==> src/hw/lpd_pkg.sv <==
// lpd_pkg.sv: constants for the loop phase and demap configuration bank
// Functional notes
// 16-bit locked phase step, high byte at 0x413, resets to zero.
// 16-bit phase slew limit in us/s, split over 0x414 and 0x415.
// slew limit of zero, the reset value, turns slew limiting off.
// software programs nonzero slew limits of at least 100 us/s.
// demap control bit 0 enables the demap controller; bits 7:1 read zero.
// sampled and set point addresses, 16 bits each, low byte first.
// 24-bit demap gain low byte first plus 8-bit clamp, all reset zero.
// 7-bit pump code times 3.5 uA, reset 0x2e, bit 7 reserved.
// feedback divider register, legal 14 to 255, resets to zero.
// filter bits 7:6 pick second pole resistor 500/333/250/200 ohms.
// filter bits 5:3 pick series resistor 1500 down to 750 ohms.
// software steps the locked phase offset with bits elsewhere in map.
// bytes join in ascending address; reserved bits read as zero.
package lpd_pkg;

  // ****************************************************************
  // bus geometry
  // ****************************************************************
  localparam int LPD_AW = 12;
  localparam int LPD_DW = 8;
  localparam int LPD_NREG = 16;

  // ****************************************************************
  // register offsets
  // ****************************************************************
  localparam logic [11:0] LPD_PHASE_STEP_LOW = 12'h412;
  localparam logic [11:0] LPD_PHASE_STEP_HIGH = 12'h413;
  localparam logic [11:0] LPD_SLEW_LIMIT_LOW = 12'h414;
  localparam logic [11:0] LPD_SLEW_LIMIT_HIGH = 12'h415;
  localparam logic [11:0] LPD_DEMAP_CONTROL = 12'h416;
  localparam logic [11:0] LPD_DEMAP_SAMPLED_ADDR_LOW = 12'h417;
  localparam logic [11:0] LPD_DEMAP_SAMPLED_ADDR_HIGH = 12'h418;
  localparam logic [11:0] LPD_DEMAP_SETPOINT_ADDR_LOW = 12'h419;
  localparam logic [11:0] LPD_DEMAP_SETPOINT_ADDR_HIGH = 12'h41a;
  localparam logic [11:0] LPD_DEMAP_GAIN_LOW = 12'h41b;
  localparam logic [11:0] LPD_DEMAP_GAIN_MID = 12'h41c;
  localparam logic [11:0] LPD_DEMAP_GAIN_HIGH = 12'h41d;
  localparam logic [11:0] LPD_DEMAP_CLAMP = 12'h41e;
  localparam logic [11:0] LPD_OUTPUT_LOOP_PUMP_CURRENT = 12'h430;
  localparam logic [11:0] LPD_OUTPUT_LOOP_FEEDBACK_DIV = 12'h431;
  localparam logic [11:0] LPD_OUTPUT_LOOP_FILTER_CTRL = 12'h432;
  localparam logic [11:0] LPD_STATUS = 12'h4f0;

  // ****************************************************************
  // per-register tables, index order follows ascending address
  // ****************************************************************
  localparam logic [11:0] LPD_ADDR [LPD_NREG] = '{
    LPD_PHASE_STEP_LOW, LPD_PHASE_STEP_HIGH,
    LPD_SLEW_LIMIT_LOW, LPD_SLEW_LIMIT_HIGH,
    LPD_DEMAP_CONTROL,
    LPD_DEMAP_SAMPLED_ADDR_LOW, LPD_DEMAP_SAMPLED_ADDR_HIGH,
    LPD_DEMAP_SETPOINT_ADDR_LOW, LPD_DEMAP_SETPOINT_ADDR_HIGH,
    LPD_DEMAP_GAIN_LOW, LPD_DEMAP_GAIN_MID, LPD_DEMAP_GAIN_HIGH,
    LPD_DEMAP_CLAMP,
    LPD_OUTPUT_LOOP_PUMP_CURRENT, LPD_OUTPUT_LOOP_FEEDBACK_DIV,
    LPD_OUTPUT_LOOP_FILTER_CTRL};
  localparam logic [7:0] LPD_RESET [LPD_NREG] = '{
    8'h00, 8'h00, 8'h00, 8'h00, 8'h00, 8'h00, 8'h00, 8'h00,
    8'h00, 8'h00, 8'h00, 8'h00, 8'h00, 8'h2e, 8'h00, 8'h7f};
  localparam logic [7:0] LPD_MASK [LPD_NREG] = '{
    8'hff, 8'hff, 8'hff, 8'hff, 8'h01, 8'hff, 8'hff, 8'hff,
    8'hff, 8'hff, 8'hff, 8'hff, 8'hff, 8'h7f, 8'hff, 8'hff};

  // register indices
  localparam int LPD_I_STEP = 0;
  localparam int LPD_I_SLEW = 2;
  localparam int LPD_I_CTRL = 4;
  localparam int LPD_I_SAMP = 5;
  localparam int LPD_I_SETP = 7;
  localparam int LPD_I_GAIN = 9;
  localparam int LPD_I_CLAMP = 12;
  localparam int LPD_I_PUMP = 13;
  localparam int LPD_I_FBDIV = 14;
  localparam int LPD_I_FILT = 15;

  // ****************************************************************
  // field positions
  // ****************************************************************
  localparam int LPD_DEMAP_EN_BIT = 0;
  localparam int LPD_RP2_MSB = 7;
  localparam int LPD_RP2_LSB = 6;
  localparam int LPD_RZ_MSB = 5;
  localparam int LPD_RZ_LSB = 3;
  localparam int LPD_ST_SLEW_ON = 0;
  localparam int LPD_ST_SLEW_LOW = 1;
  localparam int LPD_ST_DIV_BAD = 2;
  localparam int LPD_ST_RZ_BAD = 3;
  localparam int LPD_ST_PUMP_ZERO = 4;

  // ****************************************************************
  // limits and scale factors
  // ****************************************************************
  localparam logic [15:0] LPD_SLEW_MIN_USEFUL = 16'h0064;
  localparam logic [7:0] LPD_FBDIV_MIN = 8'h0e;
  localparam logic [18:0] LPD_PUMP_STEP_NA = 19'h00dac;

  // second pole resistor in ohms by code
  localparam logic [9:0] LPD_RP2_OHMS [4] = '{
    10'h1f4, 10'h14d, 10'h0fa, 10'h0c8};
  // series resistor in ohms by code; code 7 has no value
  localparam logic [10:0] LPD_RZ_OHMS [8] = '{
    11'h5dc, 11'h4e2, 11'h3e8, 11'h3a2,
    11'h4e2, 11'h3e8, 11'h2ee, 11'h000};
  localparam logic [2:0] LPD_RZ_UNDEF = 3'h7;

endpackage

==> src/hw/lpd_byte_reg.sv <==
// lpd_byte_reg.sv: one software byte register with reset value and mask
`timescale 1ns/1ps
module lpd_byte_reg #(
  parameter logic [7:0] RESET = 8'h00,
  parameter logic [7:0] MASK = 8'hff
) (
  // clock and reset
  input wire logic clk_i,
  input wire logic rst_n_i,
  // write side
  input wire logic we_i,
  input wire logic [7:0] wdata_i,
  // stored value
  output logic [7:0] q_o
);

  logic [7:0] next_q;

  // reserved bits never store, so they read as zero
  always_comb begin
    next_q = q_o;
    if (we_i) begin
      next_q = wdata_i & MASK;
    end
  end

  // storage
  always_ff @(posedge clk_i or negedge rst_n_i) begin
    if (!rst_n_i) begin
      q_o <= RESET;
    end else begin
      q_o <= next_q;
    end
  end

endmodule // lpd_byte_reg

==> src/hw/lpd_config_bank.sv <==
// lpd_config_bank.sv: configuration bank for the loop and demap settings
//
// Decided for this implementation: strobed register access.
`timescale 1ns/1ps
module lpd_config_bank
  import lpd_pkg::*;
(
  // clock and reset
  input wire logic clk_i,
  input wire logic nrst_i,
  // register port
  input wire logic [LPD_AW-1:0] addr_i,
  input wire logic [LPD_DW-1:0] wdata_i,
  input wire logic wr_i,
  input wire logic rd_i,
  output logic [LPD_DW-1:0] rdata_o,
  output logic rd_hit_o,
  // digital loop phase settings
  output logic [15:0] phase_step_o,
  output logic [15:0] slew_limit_o,
  output logic slew_limit_en_o,
  // demap controller settings
  output logic demap_en_o,
  output logic [15:0] demap_sampled_addr_o,
  output logic [15:0] demap_setpoint_addr_o,
  output logic [23:0] demap_gain_o,
  output logic [7:0] demap_clamp_o,
  // output analog loop settings
  output logic [6:0] pump_code_o,
  output logic [18:0] pump_current_na_o,
  output logic [7:0] feedback_div_o,
  output logic feedback_div_ok_o,
  output logic [1:0] rp2_code_o,
  output logic [9:0] rp2_ohms_o,
  output logic [2:0] loop_filter_series_resistor_code_o,
  output logic [10:0] loop_filter_series_resistor_ohms_o,
  output logic loop_filter_series_resistor_ok_o
);

  // ****************************************************************
  // reset release
  // ****************************************************************

  logic rst_meta;
  logic rst_n;

  // async assert, two-flop release
  always_ff @(posedge clk_i or negedge nrst_i) begin
    if (!nrst_i) begin
      rst_meta <= 1'b0;
      rst_n <= 1'b0;
    end else begin
      rst_meta <= 1'b1;
      rst_n <= rst_meta;
    end
  end

  // ****************************************************************
  // byte registers
  // ****************************************************************

  logic [7:0] bank [LPD_NREG];

  // one stored byte per mapped offset
  genvar g;
  generate
    for (g = 0; g < LPD_NREG; g++) begin : g_reg
      lpd_byte_reg #(
        .RESET(LPD_RESET[g]),
        .MASK(LPD_MASK[g])
      ) u_reg (
        .clk_i(clk_i),
        .rst_n_i(rst_n),
        .we_i(wr_i && (addr_i == LPD_ADDR[g])),
        .wdata_i(wdata_i),
        .q_o(bank[g])
      );
    end
  endgenerate

  // ****************************************************************
  // field assembly
  // ****************************************************************

  logic [15:0] step_f;
  logic [15:0] slew_f;
  logic [15:0] samp_f;
  logic [15:0] setp_f;
  logic [23:0] gain_f;
  logic [7:0] filt_f;

  // lower address holds the lower byte
  assign step_f = {bank[LPD_I_STEP+1], bank[LPD_I_STEP]};
  assign slew_f = {bank[LPD_I_SLEW+1], bank[LPD_I_SLEW]};
  assign samp_f = {bank[LPD_I_SAMP+1], bank[LPD_I_SAMP]};
  assign setp_f = {bank[LPD_I_SETP+1], bank[LPD_I_SETP]};
  assign gain_f = {bank[LPD_I_GAIN+2], bank[LPD_I_GAIN+1],
                   bank[LPD_I_GAIN]};
  assign filt_f = bank[LPD_I_FILT];

  // ****************************************************************
  // status flags
  // ****************************************************************

  logic slew_on;
  logic slew_low;
  logic div_bad;
  logic rz_bad;
  logic pump_zero;
  logic [7:0] status_f;

  // zero limit means no slew limiting
  assign slew_on = (slew_f != 16'h0000);
  // nonzero limit below the least useful rate
  assign slew_low = slew_on && (slew_f < LPD_SLEW_MIN_USEFUL);
  // divider outside its legal span, reset value included
  assign div_bad = (bank[LPD_I_FBDIV] < LPD_FBDIV_MIN);
  // series resistor code with no defined value
  assign rz_bad = (filt_f[LPD_RZ_MSB:LPD_RZ_LSB] == LPD_RZ_UNDEF);
  // pump code of zero selects no current step
  assign pump_zero = (bank[LPD_I_PUMP][6:0] == 7'h00);

  // status byte, unused bits zero
  always_comb begin
    status_f = 8'h00;
    status_f[LPD_ST_SLEW_ON] = slew_on;
    status_f[LPD_ST_SLEW_LOW] = slew_low;
    status_f[LPD_ST_DIV_BAD] = div_bad;
    status_f[LPD_ST_RZ_BAD] = rz_bad;
    status_f[LPD_ST_PUMP_ZERO] = pump_zero;
  end

  // ****************************************************************
  // read path
  // ****************************************************************

  logic [7:0] next_rdata;
  logic next_rd_hit;

  // data only in the cycle after the strobe, zero otherwise
  always_comb begin
    next_rdata = 8'h00;
    next_rd_hit = 1'b0;
    if (rd_i) begin
      for (int i = 0; i < LPD_NREG; i++) begin
        if (addr_i == LPD_ADDR[i]) begin
          next_rdata = bank[i];
          next_rd_hit = 1'b1;
        end
      end
      if (addr_i == LPD_STATUS) begin
        next_rdata = status_f;
        next_rd_hit = 1'b1;
      end
    end
  end

  // read data register
  always_ff @(posedge clk_i or negedge rst_n) begin
    if (!rst_n) begin
      rdata_o <= 8'h00;
      rd_hit_o <= 1'b0;
    end else begin
      rdata_o <= next_rdata;
      rd_hit_o <= next_rd_hit;
    end
  end

  // ****************************************************************
  // setting outputs
  // ****************************************************************

  logic [15:0] next_phase_step;
  logic [15:0] next_slew_limit;
  logic next_slew_limit_en;
  logic next_demap_en;
  logic [15:0] next_demap_sampled_addr;
  logic [15:0] next_demap_setpoint_addr;
  logic [23:0] next_demap_gain;
  logic [7:0] next_demap_clamp;
  logic [6:0] next_pump_code;
  logic [18:0] next_pump_current_na;
  logic [7:0] next_feedback_div;
  logic next_feedback_div_ok;
  logic [1:0] next_rp2_code;
  logic [9:0] next_rp2_ohms;
  logic [2:0] next_loop_filter_series_resistor_code;
  logic [10:0] next_loop_filter_series_resistor_ohms;
  logic next_loop_filter_series_resistor_ok;

  // settings follow the stored bytes one cycle later
  always_comb begin
    // locked phase step; stepping itself is driven from elsewhere
    next_phase_step = step_f;
    // slew limit and its enable
    next_slew_limit = slew_f;
    next_slew_limit_en = slew_on;
    // demap controller
    next_demap_en = bank[LPD_I_CTRL][LPD_DEMAP_EN_BIT];
    next_demap_sampled_addr = samp_f;
    next_demap_setpoint_addr = setp_f;
    next_demap_gain = gain_f;
    next_demap_clamp = bank[LPD_I_CLAMP];
    // pump current is code times the step
    next_pump_code = bank[LPD_I_PUMP][6:0];
    next_pump_current_na = {12'h000, bank[LPD_I_PUMP][6:0]}
                           * LPD_PUMP_STEP_NA;
    // feedback divider and legality
    next_feedback_div = bank[LPD_I_FBDIV];
    next_feedback_div_ok = !div_bad;
    // second pole resistor
    next_rp2_code = filt_f[LPD_RP2_MSB:LPD_RP2_LSB];
    next_rp2_ohms = LPD_RP2_OHMS[filt_f[LPD_RP2_MSB:LPD_RP2_LSB]];
    // series resistor, zero ohms reported for the undefined code
    next_loop_filter_series_resistor_code = filt_f[LPD_RZ_MSB:LPD_RZ_LSB];
    next_loop_filter_series_resistor_ohms = LPD_RZ_OHMS[filt_f[LPD_RZ_MSB:LPD_RZ_LSB]];
    next_loop_filter_series_resistor_ok = !rz_bad;
  end

  // setting registers, reset to the bank reset values
  always_ff @(posedge clk_i or negedge rst_n) begin
    if (!rst_n) begin
      phase_step_o <= 16'h0000;
      slew_limit_o <= 16'h0000;
      slew_limit_en_o <= 1'b0;
      demap_en_o <= 1'b0;
      demap_sampled_addr_o <= 16'h0000;
      demap_setpoint_addr_o <= 16'h0000;
      demap_gain_o <= 24'h000000;
      demap_clamp_o <= 8'h00;
      pump_code_o <= 7'h2e;
      pump_current_na_o <= 19'h274e8;
      feedback_div_o <= 8'h00;
      feedback_div_ok_o <= 1'b0;
      rp2_code_o <= 2'h1;
      rp2_ohms_o <= 10'h14d;
      loop_filter_series_resistor_code_o <= 3'h7;
      loop_filter_series_resistor_ohms_o <= 11'h000;
      loop_filter_series_resistor_ok_o <= 1'b0;
    end else begin
      phase_step_o <= next_phase_step;
      slew_limit_o <= next_slew_limit;
      slew_limit_en_o <= next_slew_limit_en;
      demap_en_o <= next_demap_en;
      demap_sampled_addr_o <= next_demap_sampled_addr;
      demap_setpoint_addr_o <= next_demap_setpoint_addr;
      demap_gain_o <= next_demap_gain;
      demap_clamp_o <= next_demap_clamp;
      pump_code_o <= next_pump_code;
      pump_current_na_o <= next_pump_current_na;
      feedback_div_o <= next_feedback_div;
      feedback_div_ok_o <= next_feedback_div_ok;
      rp2_code_o <= next_rp2_code;
      rp2_ohms_o <= next_rp2_ohms;
      loop_filter_series_resistor_code_o <= next_loop_filter_series_resistor_code;
      loop_filter_series_resistor_ohms_o <= next_loop_filter_series_resistor_ohms;
      loop_filter_series_resistor_ok_o <= next_loop_filter_series_resistor_ok;
    end
  end

endmodule // lpd_config_bank

==> config.mk <==
export PLATFORM = sky130hd
export DESIGN_NAME = lpd_config_bank
export DESIGN_NICKNAME = d
export VERILOG_FILES = /design/src/hw/lpd_pkg.sv /design/src/hw/lpd_byte_reg.sv /design/src/hw/lpd_config_bank.sv
export SDC_FILE = /design/constraint.sdc
export NUM_CORES = 1
export LEC_CHECK = 0
export BUFFER_PORTS_ARGS = -buffer_cell sky130_fd_sc_hd__buf_2
export CAP_MARGIN = 20
export CORE_UTILIZATION = 50
export DETAILED_ROUTE_END_ITERATION = 16
export PLACE_DENSITY_LB_ADDON = 0.3
export REMOVE_ABC_BUFFERS = 1
export SKIP_CTS_REPAIR_TIMING = 1
export SLEW_MARGIN = 30
export SYNTH_ARGS = -nofsm -noshare
export SYNTH_HDL_FRONTEND = slang
export SYNTH_SLANG_ARGS = --single-unit
==> constraint.sdc <==
create_clock -name clk_i -period 8.1 [get_ports clk_i]
set_input_delay 2.025 -clock clk_i [delete_from_list [all_inputs] [get_ports clk_i]]
set_output_delay 2.025 -clock clk_i [all_outputs]
set_load 0.005 [all_outputs]
# After elaboration in Yosys (flattened, before gate mapping)

Memories as Yosys holds them, arrays and structs flattened. A register that Yosys moved wholly into a read port is not among the register bits.
Cells that the tools add are included.

Register bits: 278
Memory bits (read-only): 88
Bits of input ports: 24
Output and inout bits: 169
Logic and storage cells: 122
Memories: 1

Memory list:

| memory          | depth | bits a word | read ports | clocked after memory_dff | write ports | line                   | text |
|---|---|---|---|---|---|---|---|
| (no name shown) | 8     | 11          | 1          | 1                        | 0           | lpd_config_bank.sv:216 | `next_loop_filter_series_resistor_ohms = LPD_RZ_OHMS[filt_f[LPD_RZ_MSB:LPD_RZ_LSB]];` |

Multiply operators: 1
$lt $le $gt $ge: 3
Equality and inequality tests: 18
Muxes and demuxes: 39
Bitwise operators: 2
Reductions and logical operators: 22

Operators by type and width:

| cell                  | count |
|---|---|
| $eq 12x11->1 const B  | 17 |
| $mux 8                | 18 |
| $bmux 10 s2           | 1 |
| $mux 10               | 2 |
| $mux 1                | 18 |
| $logic_and 1x1->1     | 17 |
| $mul 7x10->17 const B | 1 |
| $lt 16x7->1 const B   | 1 |
| $reduce_bool 16->1    | 1 |
| $lt 8x4->1 const B    | 1 |
| $logic_not 7->1       | 1 |
| $not 3->4             | 1 |
| $eq 3x3->1 const B    | 1 |
| $ge 3x3->1 const B    | 1 |
| $logic_not 1->1       | 3 |
| $not 2->3             | 1 |

# Longest topological paths before layout

Word-level depth: 19
Gate-level depth with buffers: 15
Mapped depth without buffers: 15

# Hierarchy

From an unflattened synthesis, not the netlist that was laid out.

Cells, all modules: 969
Area, all modules: 12871.1 um^2

Modules (own cells, without submodules):

| module                             | times used | cells each | area an instance (um^2) | seq. area each (um^2) |
|---|---|---|---|---|
| lpd_config_bank                    | 1          | 704        | 7816.2                  | 4103.9 |
| lpd_byte_reg at g_reg[0].u_reg ... | 13         | 17         | 331.6                   | 200.2 |
| lpd_byte_reg at g_reg[15].u_reg    | 1          | 17         | 340.3                   | 209.0 |
| lpd_byte_reg at g_reg[13].u_reg    | 1          | 17         | 307.8                   | 180.2 |
| lpd_byte_reg at g_reg[4].u_reg     | 1          | 10         | 96.3                    | 25.0 |

# Worst setup path after synthesis

OpenSTA, ideal clock, no wires.

Kind: register to register
Start point: register g_reg[13].u_reg.q_o[2]
End point: register pump_current_na_o[18]
Setup time: 0.125 ns
Data arrival time: 3.743 ns
Data required time: 7.975 ns
Slack: 4.233 ns
Cell stages (with the launch flop): 16
Buffers on the path: 0
Clock period less this slack: 3.867 ns
Cell sequence: dfstp_2 > inv_1 > ha_1 > fa_1 > inv_1 > fa_1 > inv_1 > fa_1 > ha_1 > o21ai_0 > nor2_1 > nand4_1 > a31oi_1 > a21oi_1 > o21ba_2 > xnor2_1

Longest elaborated chain between the ends: 1

RTL lines:

| item                         | line                   | text |
|---|---|---|
| from (decl)                  | lpd_byte_reg.sv:14     | `output logic [7:0] q_o` |
| from (signal assigned)       | lpd_byte_reg.sv:32     | `q_o <= next_q;` |
| $mul 7x10->17                | lpd_config_bank.sv:207 | `* LPD_PUMP_STEP_NA;` |
| via next_pump_current_na[18] | lpd_config_bank.sv:182 | `logic [18:0] next_pump_current_na;` |
| to (signal assigned)         | lpd_config_bank.sv:250 | `pump_current_na_o <= next_pump_current_na;` |
| to (decl)                    | lpd_config_bank.sv:30  | `output logic [18:0] pump_current_na_o,` |

The timed path passes the listed nets, and every way through them passes these cells.
A chain may end at the register's enable or synchronous reset.

# Worst setup path in the final report

Start point: register g_reg[13].u_reg.q_o[5]
End point: register pump_current_na_o[18]

Same word-level chain as after synthesis.

==> results.sh <==
export IMPL_cts_htree_levels=1
export IMPL_synth_simple_area_share_pct=7.72
export IMPL_clock_skew_ns=0.0311
export IMPL_dp_hpwl_mm=21.3
export IMPL_clock_sinks=283
export IMPL_pwr_share_comb_pct=6.6
export IMPL_power_internal_w=0.00225
export IMPL_path_cells="inv_1, ha_1, ha_1, inv_1, fa_1, fa_1, inv_1, ha_1, o21ai_0, o21ai_0, nand4_1, a31oi_1, a21oi_1, o21ba_2, xnor2_1"
export IMPL_dp_slack_ns=3.46
export IMPL_power_switching_w=0.000688
export IMPL_seq_power_share_pct=49.5
export IMPL_status="completed"
export IMPL_drive_above_1_share_pct=37.2
export IMPL_io_pins=193
export IMPL_tns_ns=0
export IMPL_clock_latency_ns=0.56
export IMPL_peakVddDrop_mv=0.145
export IMPL_hold_class="reg2async"
export IMPL_initialDrtViolationCount=676
export IMPL_rsz0062_at_grt="no"
export IMPL_nets=1195
export IMPL_dieHeight_microns=157
export IMPL_grt_max_degree=82
export IMPL_first_global_vias=7926
export IMPL_synth_xor_area_share_pct=1.09
export IMPL_cp_required_ns=8.51
export IMPL_path_buf_inv=3
export IMPL_fin_area_sq_um=14200
export IMPL_setup_slack_ns=3.75
export IMPL_criticalPathCategory="reg2reg"
export IMPL_fp_dieW_microns=157
export IMPL_start_util_pct=51.2
export IMPL_syn_to_final_growth_pct=17.7
export IMPL_n_antenna_cell=0
export IMPL_hold_viol_final=0
export IMPL_slew_viol_final=0
export IMPL_ys_flop_type="dfrtp_1"
export IMPL_grt_first_pass_wirelength_mm=47.0
export IMPL_critical_path_arrival_ns=4.76
export IMPL_startpoint_type="register"
export IMPL_power_leakage_nw=7.35
export IMPL_end_kind="register"
export IMPL_syn_area_sq_um=12100
export IMPL_critical_path_slowest_cell="dfstp_2"
export IMPL_synth_top_family_by_area="multiplexers"
export IMPL_layout_common_cells="251 x dfrtp_1, 187 x buf_2, 118 x mux2_2"
export IMPL_numCtsBuffers=28
export IMPL_placed_cell_area_sq_um=13300
export IMPL_routed_wl_mm=30.7
export IMPL_synthAdderAreaFrac_pct=8.20
export IMPL_tritoncts="built"
export IMPL_fin_crit_ns=4.35
export IMPL_dr_total_vias=8103
export IMPL_post_synth_inst_count=918
export IMPL_root_buffer="clkbuf_16"
export IMPL_cts_max_path_buffers=3
export IMPL_finalPower_w=0.00294
export IMPL_pwr_share_clk_pct=43.9
export IMPL_async_flop_share_pct=100
export IMPL_synth_edf_count=0
export IMPL_relSlewSlack_pct=40.8
export IMPL_via_per_inst=5.63
export IMPL_drc=0
export IMPL_crit_family="adder cells"
export IMPL_path_max_fanout=7
export IMPL_die_area_sq_um=24800
export IMPL_setup_viol=0
export IMPL_gr_usage_all_layers_pct=25.3
export IMPL_grt_overflow_total=0
export IMPL_synth_compound_area_share_pct=8.14
export IMPL_power_density_nw_per_um2=206
export IMPL_synth_cell_types=74
export IMPL_routabilityCongestion=1.01
export IMPL_dr_pass1_iters=5
export IMPL_crit_path_max_incr_delay_ns=0.64
export IMPL_yosysWarnings=0
export IMPL_synthMuxAreaShare_pct=12.5
export IMPL_ant_nets=0
export IMPL_tightest_slew_ns=0.889
export IMPL_swShare_pct=23.4
export IMPL_fin_crit_sh_pct=53.7
export IMPL_final_common_cell="dfrtp_1"
export IMPL_avgSynthCellArea_sq_um=13.2
export IMPL_row_count=56
export IMPL_fmax_mhz=230
export IMPL_drv_cap=0
export IMPL_core_area_sq_um=23600
export IMPL_antenna_found_initial=0
export IMPL_ys_ff_latch=283
export IMPL_synth_seq_area_share_pct=58.9
export IMPL_cts_clk_slew_worst_paths_ns=0.06
export IMPL_routedWlPerCell_microns=21.3
export IMPL_port_buffers=187
-- path summary, 6_finish.rpt --
kind                                                    startpoint                         endpoint  slack (ns)  depth (start not counted)
worst max-delay path            g_reg[13].u_reg.q_o[5]$_DFFE_PN1P_  pump_current_na_o[18]$_DFF_PN0_        3.75                         15
worst min-delay path                               rst_n$_DFF_PN0_        slew_limit_o[5]$_DFF_PN0_        0.27                          0
worst max register to register  g_reg[13].u_reg.q_o[5]$_DFFE_PN1P_  pump_current_na_o[18]$_DFF_PN0_        3.75                         15
worst min register to register                     rst_n$_DFF_PN0_        slew_limit_o[5]$_DFF_PN0_        0.27                          0
max in group asynchronous                                   nrst_i                  rst_n$_DFF_PN0_        6.73                          1
min in group clk_i                              rst_meta$_DFF_PN0_                  rst_n$_DFF_PN0_        0.35                          0
-- synthesized netlist by cell type (3+ instances only) --
| cell | instances | share of area, % |
|---|---|---|
| nor4_1 | 4 | 0.21 |
| dfstp_2 | 31 | 6.7 |
| nand2b_1 | 10 | 0.52 |
| or3_1 | 5 | 0.26 |
| fa_1 | 17 | 2.8 |
| ha_1 | 52 | 5.4 |
| mux2i_1 | 13 | 1.1 |
| nand3_2 | 9 | 0.75 |
| o32ai_1 | 5 | 0.36 |
| nand4_1 | 6 | 0.31 |
| buf_1 | 4 | 0.12 |
| o22ai_1 | 11 | 0.57 |
| o211ai_1 | 3 | 0.19 |
| nor2_4 | 3 | 0.28 |
| a32oi_1 | 4 | 0.29 |
| clkbuf_1 | 20 | 0.62 |
| a21oi_1 | 41 | 1.7 |
| buf_4 | 9 | 0.56 |
| a211oi_1 | 6 | 0.37 |
| o22a_1 | 4 | 0.29 |
| nor2b_1 | 5 | 0.26 |
| a22oi_1 | 3 | 0.19 |
| a21o_1 | 4 | 0.25 |
| o31ai_1 | 4 | 0.25 |
| xor2_1 | 5 | 0.36 |
| nor3_1 | 9 | 0.37 |
| a31oi_1 | 11 | 0.57 |
| xnor2_1 | 10 | 0.72 |
| nor2_1 | 29 | 0.90 |
| dfrtp_1 | 252 | 52 |
| nand3_1 | 13 | 0.54 |
| inv_1 | 50 | 1.6 |
| o21ai_0 | 40 | 1.7 |
| mux2_2 | 118 | 11 |
| nand2_1 | 45 | 1.4 |
| mux2_1 | 3 | 0.28 |
| buf_2 | 10 | 0.41 |
-- state kept, by name (all words and copies together) (netlist names), 10 cells and up --
register / count
phase_step_o: 16
demap_sampled_addr_o: 16
slew_limit_o: 16
g.u_reg.q_o: 120
pump_current_na_o: 16
loop_filter_series_resistor_ohms_o: 10
demap_gain_o: 24
demap_setpoint_addr_o: 16
-- final cells by class --
cell class	instances	area [sq um]
well taps	319	399
fillers	1915	9390
inverters	50	188
clock inverters	14	160
repair buffers	194	1010
flip-flops and latches	283	7120
multi-input cells	545	4580
clock buffers	35	767
-- kinds of logic (layout without fill, tap and decap cells) --
family	after synthesis	count (layout)
adders and majority gates	69	69
and+or+nand+nor	164	164
AOI/OAI and AO/OA	156	156
muxes	135	135
DFF	283	283
other	2	6
buffers and inverters	94	293
xor gates and xnor gates	15	15
-- layer usage --
layer / global-route usage (%) / vias up / part of all wire, % / routed length, microns
met5: 0 / - / 0 / 0
met4: 7.17 / 0 / 2.5 / 761
met3: 4.02 / 66 / 6.9 / 2130
met2: 38.3 / 340 / 45 / 13900
met1: 37.6 / 4111 / 45 / 13900
li1: - / 3586 / - / -
-- power groups by stage --
stage / Clock (W) / Sequential, W / Combinational (W)
2_1_floorplan: 0 / 0.00150 / 0.0000861
3_3_place_gp: 0 / 0.00148 / 0.000186
3_5_place_dp: 0 / 0.00148 / 0.000188
4_1_cts: 0.00131 / 0.00146 / 0.000189
5_1_grt: 0.00136 / 0.00145 / 0.000213
6_report: 0.00129 / 0.00145 / 0.000194
-- through the flow --
stage	util (%)	hold slack (ns)	cells
3_5_place_dp	56.2	0.340	1390
4_1_cts	60.1	0.358	1439
2_1_floorplan	-	0.331	878
6_report	60.2	0.273	1440
5_1_grt	60.2	0.330	1440
3_3_place_gp	56.2	0.337	1390
Power figures use the tool's default switching activity.
